$ cat src/acc_pkg.sv
// Package with register indices, field positions and reset values for the ATM cell traffic counters.
package acc_pkg;

  // Width of every cell counter and its value after reset.
  localparam int          CNT_W     = 16;
  localparam logic [15:0] CNT_RST   = 16'hfffc;
  localparam logic [15:0] CNT_MAX   = 16'hffff;
  localparam int          NUM_CH    = 4;
  localparam int          NUM_GRP   = 3;

  // Register indices; the byte address on the bus is four times the index.
  localparam logic [7:0] IDX_ATX3  = 8'h18;
  localparam logic [7:0] IDX_ATX2  = 8'h19;
  localparam logic [7:0] IDX_ATX1  = 8'h1a;
  localparam logic [7:0] IDX_ATX0  = 8'h1b;
  localparam logic [7:0] IDX_ITX3  = 8'h1c;
  localparam logic [7:0] IDX_ITX2  = 8'h1d;
  localparam logic [7:0] IDX_ITX1  = 8'h1e;
  localparam logic [7:0] IDX_ITX0  = 8'h1f;
  localparam logic [7:0] IDX_ARX3  = 8'h20;
  localparam logic [7:0] IDX_ARX2  = 8'h21;
  localparam logic [7:0] IDX_ARX1  = 8'h22;
  localparam logic [7:0] IDX_ARX0  = 8'h23;
  localparam logic [7:0] IDX_ROLL  = 8'h55;
  localparam logic [7:0] IDX_MASK  = 8'h60;
  localparam logic [7:0] IDX_CTRL  = 8'h61;

  // Lowest roll-over bit of each counter group; channel k adds k.
  localparam int RO_ATX_LSB = 12;
  localparam int RO_ITX_LSB = 8;
  localparam int RO_ARX_LSB = 4;

  // Reset values of the roll-over, mask and control registers.
  localparam logic [15:0] ROLL_RST  = 16'h0000;
  localparam logic [15:0] MASK_RST  = 16'h0000;
  localparam logic [4:0]  CTRL_RST  = 5'h00;

  // Control register fields: single-channel mode flag and per-channel test cell enables.
  localparam int CTRL_STS12C_BIT = 0;
  localparam int CTRL_TCG_LSB    = 1;

  // Counter groups kept in the counter array, four channels each.
  typedef enum logic [1:0] {
    GRP_ATX,
    GRP_ITX,
    GRP_ARX
  } acc_grp_t;

endpackage
$ cat src/acc_counters.sv
// Top module: ATM cell traffic counters with roll-over flags, interrupt and an AHB-Lite register slave.
`timescale 1ns/10ps
// How it works
// - Assigned transmit cell counts per transmit processor.
// - Sixteen-bit counters wrap from 65535 to zero.
// - Tx assigned ch2/1/0 wrap set bits 14/13/12.
// - Empty buffer, no test cells: count idle.
// - Idle tx ch3..0 wrap set bits 11..8.
// - Count received assigned cells; ch3/2/1 bits 7/6/5.
// - All roll-over flags in one register at 0x55.
// - Counters read-only, reset to 0xFFFC.
// - Channel 0 counters valid in both modes.
// - Channels 1-3 counters meaningful only in four-channel mode.
// - Tx assigned ch3 wrap sets bit 15.
// - Rx assigned ch0 wrap sets bit 4.
module acc_counters (
  input  wire logic        CLK_SYS,          // Core clock, 200 MHz.
  input  wire logic        RST,              // Asynchronous reset, active high.
  // AHB-Lite slave.
  input  wire logic        HSEL,             // Slave select.
  input  wire logic [31:0] HADDR,            // Byte address.
  input  wire logic [1:0]  HTRANS,           // Transfer type.
  input  wire logic        HWRITE,           // Write when high.
  input  wire logic [2:0]  HSIZE,            // Transfer size, word only.
  input  wire logic [31:0] HWDATA,           // Write data.
  input  wire logic        HREADY,           // Bus ready in.
  output logic      [31:0] HRDATA,           // Read data, from a flop.
  output logic             HREADYOUT,        // Always ready.
  output logic             HRESP,            // Always OKAY.
  // Cell events, one-cycle pulses per channel.
  input  wire logic [3:0]  TX_ASSIGNED,      // Assigned cell sent from the same-numbered buffer.
  input  wire logic [3:0]  TX_SLOT,          // A cell slot is due on the line.
  input  wire logic [3:0]  TX_BUF_EMPTY,     // Transmit buffer holds no assigned cell.
  input  wire logic [3:0]  RX_ASSIGNED,      // Assigned cell received.
  output logic      [3:0]  TX_IDLE_INSERT,   // Send an idle cell in this slot.
  output logic             IRQ               // Level interrupt.
);

  // Counter array: index 4*group + channel.
  localparam int NCNT = acc_pkg::NUM_GRP * acc_pkg::NUM_CH;

  // Register map, as word indices on the bus (byte address is four times the index).
  // Index 0x18 to 0x1b hold the assigned transmit counters of channels 3 down to 0.
  // Index 0x1c to 0x1f hold the idle transmit counters of channels 3 down to 0.
  // Index 0x20 to 0x23 hold the assigned receive counters of channels 3 down to 0.
  // Index 0x55 holds the sticky roll-over flags; bits 3:0 are not used and read zero.
  // Index 0x60 holds the interrupt mask, one bit per roll-over flag.
  // Index 0x61 holds the mode bit and the four test cell enables.
  // Every register sits in bits 15:0 of its word; the upper half always reads zero.
  // Any other index reads zero and ignores writes, so software probing is harmless.
  //
  // Counter layout inside the array.
  // Entries 0 to 3 are the assigned transmit counters, entry k for channel k.
  // Entries 4 to 7 are the idle transmit counters, entry 4+k for channel k.
  // Entries 8 to 11 are the assigned receive counters, entry 8+k for channel k.
  // The bus decode runs the index backwards, because channel 3 has the lowest index.
  //
  // Timing on the cell side.
  // A pulse that is high at a rising edge counts once at that edge.
  // A pulse held high for several edges counts once per edge, which is what a
  // cell processor wants when it sends cells back to back.
  // The roll-over flag rises at the same edge at which its counter passes to zero.
  // The interrupt rises at that same edge, as it is registered from the next values.
  //
  // Timing on the bus side.
  // The slave never waits, so every transfer takes one address and one data cycle.
  // Read data is looked up in the address phase and stands in a flop for the data phase.
  // A read therefore shows the value that stood at the end of the address phase; an
  // event counted at that very edge is seen by the next read, not this one.
  // Writes land at the closing edge of the data phase.
  //
  // Limitations a user must know.
  // Counters cannot be preset or cleared by software; only reset brings them back.
  // In single-channel mode channels 1 to 3 freeze rather than clear, so their values
  // after a mode change are stale until a reset.
  // The roll-over register is cleared by writing one; a wrap in the same cycle wins,
  // so software never loses a flag to a race with its own clear.

  logic [15:0] cnt [NCNT];        // Counter values.
  logic [15:0] next_cnt [NCNT];   // Next counter values.
  logic [NCNT-1:0] inc;           // Counted event per counter.
  logic [NCNT-1:0] wrap;          // Counter passes from maximum to zero.
  logic [15:0] roll;              // Sticky roll-over flags.
  logic [15:0] next_roll;
  logic [15:0] mask;              // Interrupt mask, one enables a flag.
  logic [15:0] next_mask;
  logic [4:0]  ctrl;              // Mode and test cell enables.
  logic [4:0]  next_ctrl;
  logic        sts12c;            // Single-channel mode.
  logic [3:0]  tcg_en;            // Test cell generation per channel.
  logic [3:0]  ch_live;           // Channel counts in the current mode.

  // AHB address phase capture.
  logic        wr_pend;           // Write data phase follows.
  logic        next_wr_pend;
  logic [7:0]  wr_idx;            // Register index of the pending write.
  logic [7:0]  next_wr_idx;
  logic [31:0] next_hrdata;
  logic        addr_ok;           // Valid transfer in the address phase.
  logic [7:0]  a_idx;             // Index presented in the address phase.
  logic [15:0] wr_roll_clr;       // Flags cleared by the write now in data phase.

  assign sts12c = ctrl[acc_pkg::CTRL_STS12C_BIT];
  assign tcg_en = ctrl[acc_pkg::CTRL_TCG_LSB +: 4];

  // In single-channel mode channels 1-3 carry no meaning, so they are frozen. Channel 0 always counts.
  assign ch_live = sts12c ? 4'h1 : 4'hf;

  // Idle insertion is combinational so the cell processor sees it in the same slot.
  assign TX_IDLE_INSERT = TX_SLOT & TX_BUF_EMPTY & ~tcg_en & ch_live;

  // Event per counter and wrap detection.
  always_comb begin
    inc = '0;
    wrap = '0;
    for (int k = 0; k < acc_pkg::NUM_CH; k++) begin
      inc[k]     = TX_ASSIGNED[k] & ch_live[k];
      inc[4 + k] = TX_IDLE_INSERT[k];
      inc[8 + k] = RX_ASSIGNED[k] & ch_live[k];
    end
    for (int i = 0; i < NCNT; i++) begin
      wrap[i] = inc[i] && (cnt[i] == acc_pkg::CNT_MAX);
    end
  end

  // Counters step by one per event and wrap naturally; no bus path writes them.
  always_comb begin
    for (int i = 0; i < NCNT; i++) begin
      next_cnt[i] = inc[i] ? 16'(cnt[i] + 16'h0001) : cnt[i];
    end
  end

  // Counter registers.
  always_ff @(posedge CLK_SYS or posedge RST) begin
    if (RST) begin
      for (int i = 0; i < NCNT; i++) begin
        cnt[i] <= acc_pkg::CNT_RST;
      end
    end else begin
      for (int i = 0; i < NCNT; i++) begin
        cnt[i] <= next_cnt[i];
      end
    end
  end

  // Address phase decode; only word-aligned index bits matter.
  assign addr_ok = HSEL && HREADY && HTRANS[1];
  assign a_idx   = HADDR[9:2];

  // Flags that the pending write clears; writing one clears.
  assign wr_roll_clr = (wr_pend && wr_idx == acc_pkg::IDX_ROLL) ? HWDATA[15:0] : 16'h0000;

  // Roll-over flags: a wrap in the same cycle as a clear keeps the flag set.
  always_comb begin
    next_roll = roll & ~wr_roll_clr;
    for (int k = 0; k < acc_pkg::NUM_CH; k++) begin
      if (wrap[k]) begin
        next_roll[acc_pkg::RO_ATX_LSB + k] = 1'b1;
      end
      if (wrap[4 + k]) begin
        next_roll[acc_pkg::RO_ITX_LSB + k] = 1'b1;
      end
      if (wrap[8 + k]) begin
        next_roll[acc_pkg::RO_ARX_LSB + k] = 1'b1;
      end
    end
  end

  // Mask and control writes, plus the address phase capture for the bus.
  always_comb begin
    next_mask    = mask;
    next_ctrl    = ctrl;
    next_wr_pend = addr_ok && HWRITE;
    next_wr_idx  = addr_ok ? a_idx : wr_idx;
    if (wr_pend && wr_idx == acc_pkg::IDX_MASK) begin
      next_mask = HWDATA[15:0];
    end
    if (wr_pend && wr_idx == acc_pkg::IDX_CTRL) begin
      next_ctrl = HWDATA[4:0];
    end
  end

  // Read data is fetched in the address phase, so it stands in a flop for the data phase.
  // Unmapped indices read zero; a read never touches any counter.
  always_comb begin
    next_hrdata = 32'h0000_0000;
    if (addr_ok && !HWRITE) begin
      for (int k = 0; k < acc_pkg::NUM_CH; k++) begin
        if (a_idx == 8'(acc_pkg::IDX_ATX0 - 8'(k))) begin
          next_hrdata = {16'h0000, cnt[k]};
        end
        if (a_idx == 8'(acc_pkg::IDX_ITX0 - 8'(k))) begin
          next_hrdata = {16'h0000, cnt[4 + k]};
        end
        if (a_idx == 8'(acc_pkg::IDX_ARX0 - 8'(k))) begin
          next_hrdata = {16'h0000, cnt[8 + k]};
        end
      end
      case (a_idx)
        acc_pkg::IDX_ROLL: next_hrdata = {16'h0000, roll};
        acc_pkg::IDX_MASK: next_hrdata = {16'h0000, mask};
        acc_pkg::IDX_CTRL: next_hrdata = {27'h0, ctrl};
        default:           next_hrdata = next_hrdata;
      endcase
    end
  end

  // Register file and bus state.
  always_ff @(posedge CLK_SYS or posedge RST) begin
    if (RST) begin
      roll    <= acc_pkg::ROLL_RST;
      mask    <= acc_pkg::MASK_RST;
      ctrl    <= acc_pkg::CTRL_RST;
      wr_pend <= 1'b0;
      wr_idx  <= 8'h00;
      HRDATA  <= 32'h0000_0000;
      IRQ     <= 1'b0;
    end else begin
      roll    <= next_roll;
      mask    <= next_mask;
      ctrl    <= next_ctrl;
      wr_pend <= next_wr_pend;
      wr_idx  <= next_wr_idx;
      HRDATA  <= next_hrdata;
      IRQ     <= |(next_roll & next_mask);
    end
  end

  // The slave never inserts wait states and never errors.
  assign HREADYOUT = 1'b1;
  assign HRESP     = 1'b0;
endmodule

$ cat config.mk
export PLATFORM = sky130hd
export DESIGN_NAME = acc_counters
export DESIGN_NICKNAME = d
export VERILOG_FILES = /design/src/acc_pkg.sv /design/src/acc_counters.sv
export SDC_FILE = /design/constraint.sdc
export NUM_CORES = 1
export LEC_CHECK = 0
export BUFFER_PORTS_ARGS = -buffer_cell sky130_fd_sc_hd__buf_2
export CAP_MARGIN = 20
export CORE_UTILIZATION = 31
export CTS_CLUSTER_DIAMETER = 30
export DETAILED_ROUTE_END_ITERATION = 7
export GPL_TIMING_DRIVEN = 0
export PLACE_DENSITY = 0.54
export SLEW_MARGIN = 5
export SYNTH_ARGS = -nofsm -noshare
export SYNTH_HDL_FRONTEND = slang
export SYNTH_SLANG_ARGS = --single-unit
$ cat constraint.sdc
create_clock -name CLK_SYS -period 7.7 [get_ports CLK_SYS]
set_clock_uncertainty 0.1 [all_clocks]
set_input_delay 0 -clock CLK_SYS [delete_from_list [all_inputs] [get_ports CLK_SYS]]
set_output_delay 0 -clock CLK_SYS [all_outputs]
set_load 0.02 [all_outputs]
==> report_table.html <==
<table>
<tr><th>Metric</th><th>Value</th></tr>
<tr><th colspan="2">Critical path</th></tr>
<tr><td>Top fanout value on the critical path</td><td>7</td></tr>
<tr><td>CP max-delay cell</td><td>sky130_fd_sc_hd__dfrtp_1</td></tr>
<tr><td>Cell seen most often among critical-path stages</td><td>sky130_fd_sc_hd__nand4bb_1</td></tr>
<tr><td>CP startpoint kind</td><td>register</td></tr>
<tr><td>CP cell instances</td><td>nand4bb_1 &gt; dlygate4sd3_1 &gt; clkbuf_1 &gt; nor4_1 &gt; clkbuf_2 &gt; a31o_2 &gt; o2bb2ai_1 &gt; or4_1 &gt; nand4bb_1</td></tr>
<tr><td>Reg2reg setup slack</td><td>4.25 ns</td></tr>
<tr><td>Maximum single-stage delay on the critical path</td><td>0.70 ns</td></tr>
<tr><td>Setup Crit Path Kind</td><td>reg -&gt; reg</td></tr>
<tr><td>Nature of the critical path endpoint</td><td>register</td></tr>
<tr><td>Arrival time worst endpoint</td><td>3.70 ns</td></tr>
<tr><td>CP required</td><td>7.94 ns</td></tr>
<tr><th colspan="2">Timing</th></tr>
<tr><td>Count of final hold-check violations</td><td>0</td></tr>
<tr><td>Total setup violations reported at the end of the flow</td><td>0</td></tr>
<tr><td>Unrepaired setup endpoints after global routing</td><td>false</td></tr>
<tr><td>Highest Clock Rate</td><td>289 MHz</td></tr>
<tr><td>Post-route minimum period</td><td>3.45 ns</td></tr>
<tr><td>Tightest slew margin relative to the limit</td><td>31.3%</td></tr>
<tr><td>Final Slew Violations</td><td>0</td></tr>
<tr><td>Post-route fraction of the period consumed by the critical path</td><td>44.9%</td></tr>
<tr><td>Actual transition at the worst max-transition pin</td><td>1.02 ns</td></tr>
<tr><th colspan="2">Clock tree</th></tr>
<tr><td>Clock H-tree levels</td><td>3</td></tr>
<tr><td>Latest clock arrival within the worst-skew pair</td><td>0.55 ns</td></tr>
<tr><td>Number of clock sinks</td><td>255</td></tr>
<tr><td>Clock tree from TritonCTS</td><td>built</td></tr>
<tr><td>Number of post-CTS setup repair buffers</td><td>0</td></tr>
<tr><td>Root Buffer</td><td>sky130_fd_sc_hd__clkbuf_16</td></tr>
<tr><td>TritonCTS buffer count</td><td>66</td></tr>
<tr><td>Max Buffers Root-to-Sink</td><td>3</td></tr>
<tr><td>Clock transition time at the flip-flop clock pins of the worst setup and hold paths</td><td>0.05 ns</td></tr>
<tr><th colspan="2">Finish</th></tr>
<tr><td>Multi-input gate area</td><td>6110 sq um</td></tr>
<tr><td>Final #Nets</td><td>1,507</td></tr>
<tr><td>Fillcell total</td><td>3,981</td></tr>
<tr><td>Share of layout cells above drive strength 1</td><td>31.1%</td></tr>
<tr><td>FF/Latch Area</td><td>6590 sq um</td></tr>
<tr><td>Area growth from synthesis to layout</td><td>29.8%</td></tr>
<tr><td>Ant diodes</td><td>0</td></tr>
<tr><td>Non-filler cells, final</td><td>1,990</td></tr>
<tr><th colspan="2">Pwr</th></tr>
<tr><td>Sequential power share</td><td>35.8%</td></tr>
<tr><td>Switching portion of total power</td><td>25.3%</td></tr>
<tr><td>Pwr Density</td><td>304 nW/um^2</td></tr>
<tr><td>Logic pwr share</td><td>8.6%</td></tr>
<tr><td>Total leakage power</td><td>7.05 nW</td></tr>
<tr><td>Overall power of the completed layout</td><td>5.16 mW</td></tr>
<tr><td>Clock network fraction of total power</td><td>55.7%</td></tr>
<tr><td>Internal power</td><td>3.86 mW</td></tr>
<tr><td>Sw power</td><td>1.31 mW</td></tr>
<tr><td>Maximum vdd ir drop</td><td>0.183 mV</td></tr>
<tr><th colspan="2">Placement</th></tr>
<tr><td>Global placement routability congestion</td><td>0.955</td></tr>
<tr><td>Placed instance count</td><td>1,826</td></tr>
<tr><td>Port Buffer Count</td><td>65</td></tr>
<tr><td>HPWL after DPL</td><td>29,900 um</td></tr>
<tr><th colspan="2">Worst hold path</th></tr>
<tr><td>Worst hold path type</td><td>in -&gt; async</td></tr>
<tr><th colspan="2">Routing</th></tr>
<tr><td>Avg WL per Cell</td><td>20.4 um</td></tr>
<tr><td>Drt first pass iters</td><td>5</td></tr>
<tr><td>Antenna-violating nets left</td><td>0</td></tr>
<tr><td>Post-detailed-route via-to-cell ratio</td><td>5.17</td></tr>
<tr><td>Iter 0 DRT Violations</td><td>640</td></tr>
<tr><td>Routed via count</td><td>10,300</td></tr>
<tr><td>Post-route DRC violation count</td><td>0</td></tr>
<tr><td>Detailed Route WL</td><td>40,600 um</td></tr>
<tr><th colspan="2">Logic synthesis</th></tr>
<tr><td>Instance count of the mapped netlist</td><td>1,208</td></tr>
<tr><td>Flops &amp; latches, synth</td><td>255</td></tr>
<tr><td>Top area cells in the synthesized netlist</td><td>sky130_fd_sc_hd__dfstp_2 (34%), sky130_fd_sc_hd__dfrtp_1 (17%), sky130_fd_sc_hd__xnor2_1 (8.2%)</td></tr>
<tr><td>Syn_area_per_cell</td><td>10.8 sq um</td></tr>
<tr><td>Summed instance area of the synthesized netlist</td><td>13,100 sq um</td></tr>
<tr><td>Library cell with the highest instance count after synthesis</td><td>sky130_fd_sc_hd__dfstp_2</td></tr>
<tr><td>Count of unique library cells instantiated by Yosys</td><td>71</td></tr>
<tr><td>Area share of the largest cell type after synthesis</td><td>33.7%</td></tr>
<tr><td>Commonest register cell after synthesis</td><td>sky130_fd_sc_hd__dfstp_2</td></tr>
<tr><td>Cell taking the most area after synthesis</td><td>sky130_fd_sc_hd__dfstp_2</td></tr>
<tr><td>Commonest cells post-synth</td><td>sky130_fd_sc_hd__dfstp_2 (168), sky130_fd_sc_hd__xnor2_1 (122), sky130_fd_sc_hd__nand2_1 (112)</td></tr>
<tr><td>EDFF count, synth</td><td>0</td></tr>
<tr><td>Fraction of registers with async set/reset</td><td>100%</td></tr>
<tr><td>Ys Warns</td><td>0</td></tr>
<tr><td>Proportion of synthesized chip area in sequential cells</td><td>50.4%</td></tr>
<tr><th colspan="2">GRT</th></tr>
<tr><td>Global router's overall resource usage</td><td>19.0%</td></tr>
<tr><td>Antenna violations before repair</td><td>3</td></tr>
<tr><td>Maximum number of pins on one net before global-route repair</td><td>90</td></tr>
<tr><td>Via count of the first global-routing pass</td><td>10,400</td></tr>
<tr><td>Global route overflow</td><td>0</td></tr>
<tr><td>Global-route wire length before repair</td><td>62,400 um</td></tr>
<tr><th colspan="2">Floorplan</th></tr>
<tr><td>I/O pin cnt</td><td>129</td></tr>
<tr><td>Die Footprint</td><td>43,000 sq um</td></tr>
<tr><td>Standard-cell row count</td><td>74</td></tr>
<tr><td>Die Span X</td><td>207 um</td></tr>
<tr><td>Floorplan core area</td><td>41,200 sq um</td></tr>
<tr><td>Starting density of the core</td><td>31.7%</td></tr>
<tr><td>Die Y-Extent</td><td>207 um</td></tr>
<tr><th colspan="2">Outcome</th></tr>
<tr><td>Status</td><td>completed</td></tr>
<tr><th colspan="2">Job</th></tr>
<tr><td>Max-capacitance violation count</td><td>0</td></tr>
</table>
[timing repair]
| action | 4_1_cts | 5_1_grt |
|---|---|---|
| endpoints found under the hold margin | 239 | 0 |
| hold buffers | 41 | 0 |
| setup endpoints to repair | 0 | 0 |
| resized for setup | 0 | 0 |
[layout make-up]
type | count | area share [%]
flip-flops and latches | 255 | 38.8
multi-input cells | 880 | 36.0
well taps | 532 | 3.92
clock inverters | 29 | 2.26
plain buffers | 64 | 2.07
clock buffers | 92 | 11.5
repair buffers | 113 | 4.83
inverters | 25 | 0.597
[worst paths after layout]
check,to,from,cells past startpoint
max,IRQ,ctrl[0],9
min,cnt[65],RST,3
max reg2reg,IRQ,ctrl[0],9
min reg2reg,cnt[125],cnt[125],1
max in group asynchronous,cnt[169],RST,5
min in group CLK_SYS,wr_idx[0],HSEL,5
[metal layers]
metal / track usage [%] / routed length, um / vias up
met5: 0 / 13 / -
met4: 8.36 / 1500 / 2
met3: 5.43 / 3040 / 97
met2: 29.3 / 18500 / 352
met1: 24.9 / 17600 / 5070
li1: - / - / 4759
[worst max-delay path, delay by kind of cell (launching register included)]
| family | cells | cell delay [ns] |
|---|---|---|
| and+or+nand+nor | 4 | 1.05 |
| buffers and inverters | 3 | 0.99 |
| AOI/OAI and AO/OA | 2 | 0.41 |
| DFF | 1 | 0.70 |
[power by group through the flow]
stage                     clock network (mW)  registers (mW)  logic, mW
final                                   2.87            1.85      0.441
after global routing                    2.99            1.88      0.496
after CTS                               2.92            1.85      0.448
after detailed placement                   0            1.86      0.430
after global placement                     0            1.86      0.409
after floorplan                            0            1.77      0.329
[metrics by stage]
step	cell area, sq um	util, %	TNS [ns]	setup slack [ns]	hold WS [ns]
after floorplan	13100	-	0	0.865	-0.0129
after global placement	14100	34.3	-214.76	-2.50	0.156
after detailed placement	14200	34.5	0	4.37	0.0436
after CTS	17000	41.2	0	4.21	0.00970
after global routing	17000	41.2	0	4.15	0.0706
final	17000	41.2	0	4.25	0.00181
[kinds of logic after synthesis]
| kind of cell | count (synthesis) | synth area share, % |
|---|---|---|
| compound gates | 168 | 9.25 |
| xor+xnor | 180 | 12.1 |
| fa+ha+maj | 12 | 1.15 |
| buf+inv | 89 | 3.41 |
| flops | 255 | 50.4 |
| mux | 73 | 6.02 |
| other cells | 2 | 0.0574 |
| simple gates | 429 | 17.7 |
[state kept, by name (all words and copies together) (netlist names)]
signal	count
ctrl	5
mask	16
HRDATA	16
cnt	192
wr_idx	8
wr_pend	1
roll	16
IRQ	1
[cell usage in the layout (no fill, tap or decap), types with 8 or more instances in the layout]
cell type	instances
sky130_fd_sc_hd__dfrtp_1	87
sky130_fd_sc_hd__nor4_1	8
sky130_fd_sc_hd__ha_1	12
sky130_fd_sc_hd__dfstp_2	168
sky130_fd_sc_hd__nor2b_1	8
sky130_fd_sc_hd__clkbuf_8	10
sky130_fd_sc_hd__xor2_1	58
sky130_fd_sc_hd__and3_1	29
sky130_fd_sc_hd__and4_1	18
sky130_fd_sc_hd__nand3_1	57
sky130_fd_sc_hd__buf_4	25
sky130_fd_sc_hd__dlygate4sd3_1	41
sky130_fd_sc_hd__a221oi_1	23
sky130_fd_sc_hd__o221ai_1	9
sky130_fd_sc_hd__nor2_1	61
sky130_fd_sc_hd__xnor2_1	122
sky130_fd_sc_hd__o21ai_0	14
sky130_fd_sc_hd__clkbuf_1	35
sky130_fd_sc_hd__buf_2	80
sky130_fd_sc_hd__mux2_2	45
sky130_fd_sc_hd__clkbuf_16	71
sky130_fd_sc_hd__inv_1	24
sky130_fd_sc_hd__mux2i_1	28
sky130_fd_sc_hd__nand2_1	112
sky130_fd_sc_hd__conb_1	18
sky130_fd_sc_hd__o22ai_1	25
sky130_fd_sc_hd__nor3_1	35
sky130_fd_sc_hd__clkinv_2	9
sky130_fd_sc_hd__bufinv_16	8
sky130_fd_sc_hd__a21oi_1	31
sky130_fd_sc_hd__a22oi_1	20
sky130_fd_sc_hd__nand4_1	46
(Power assumes the default switching activity.)
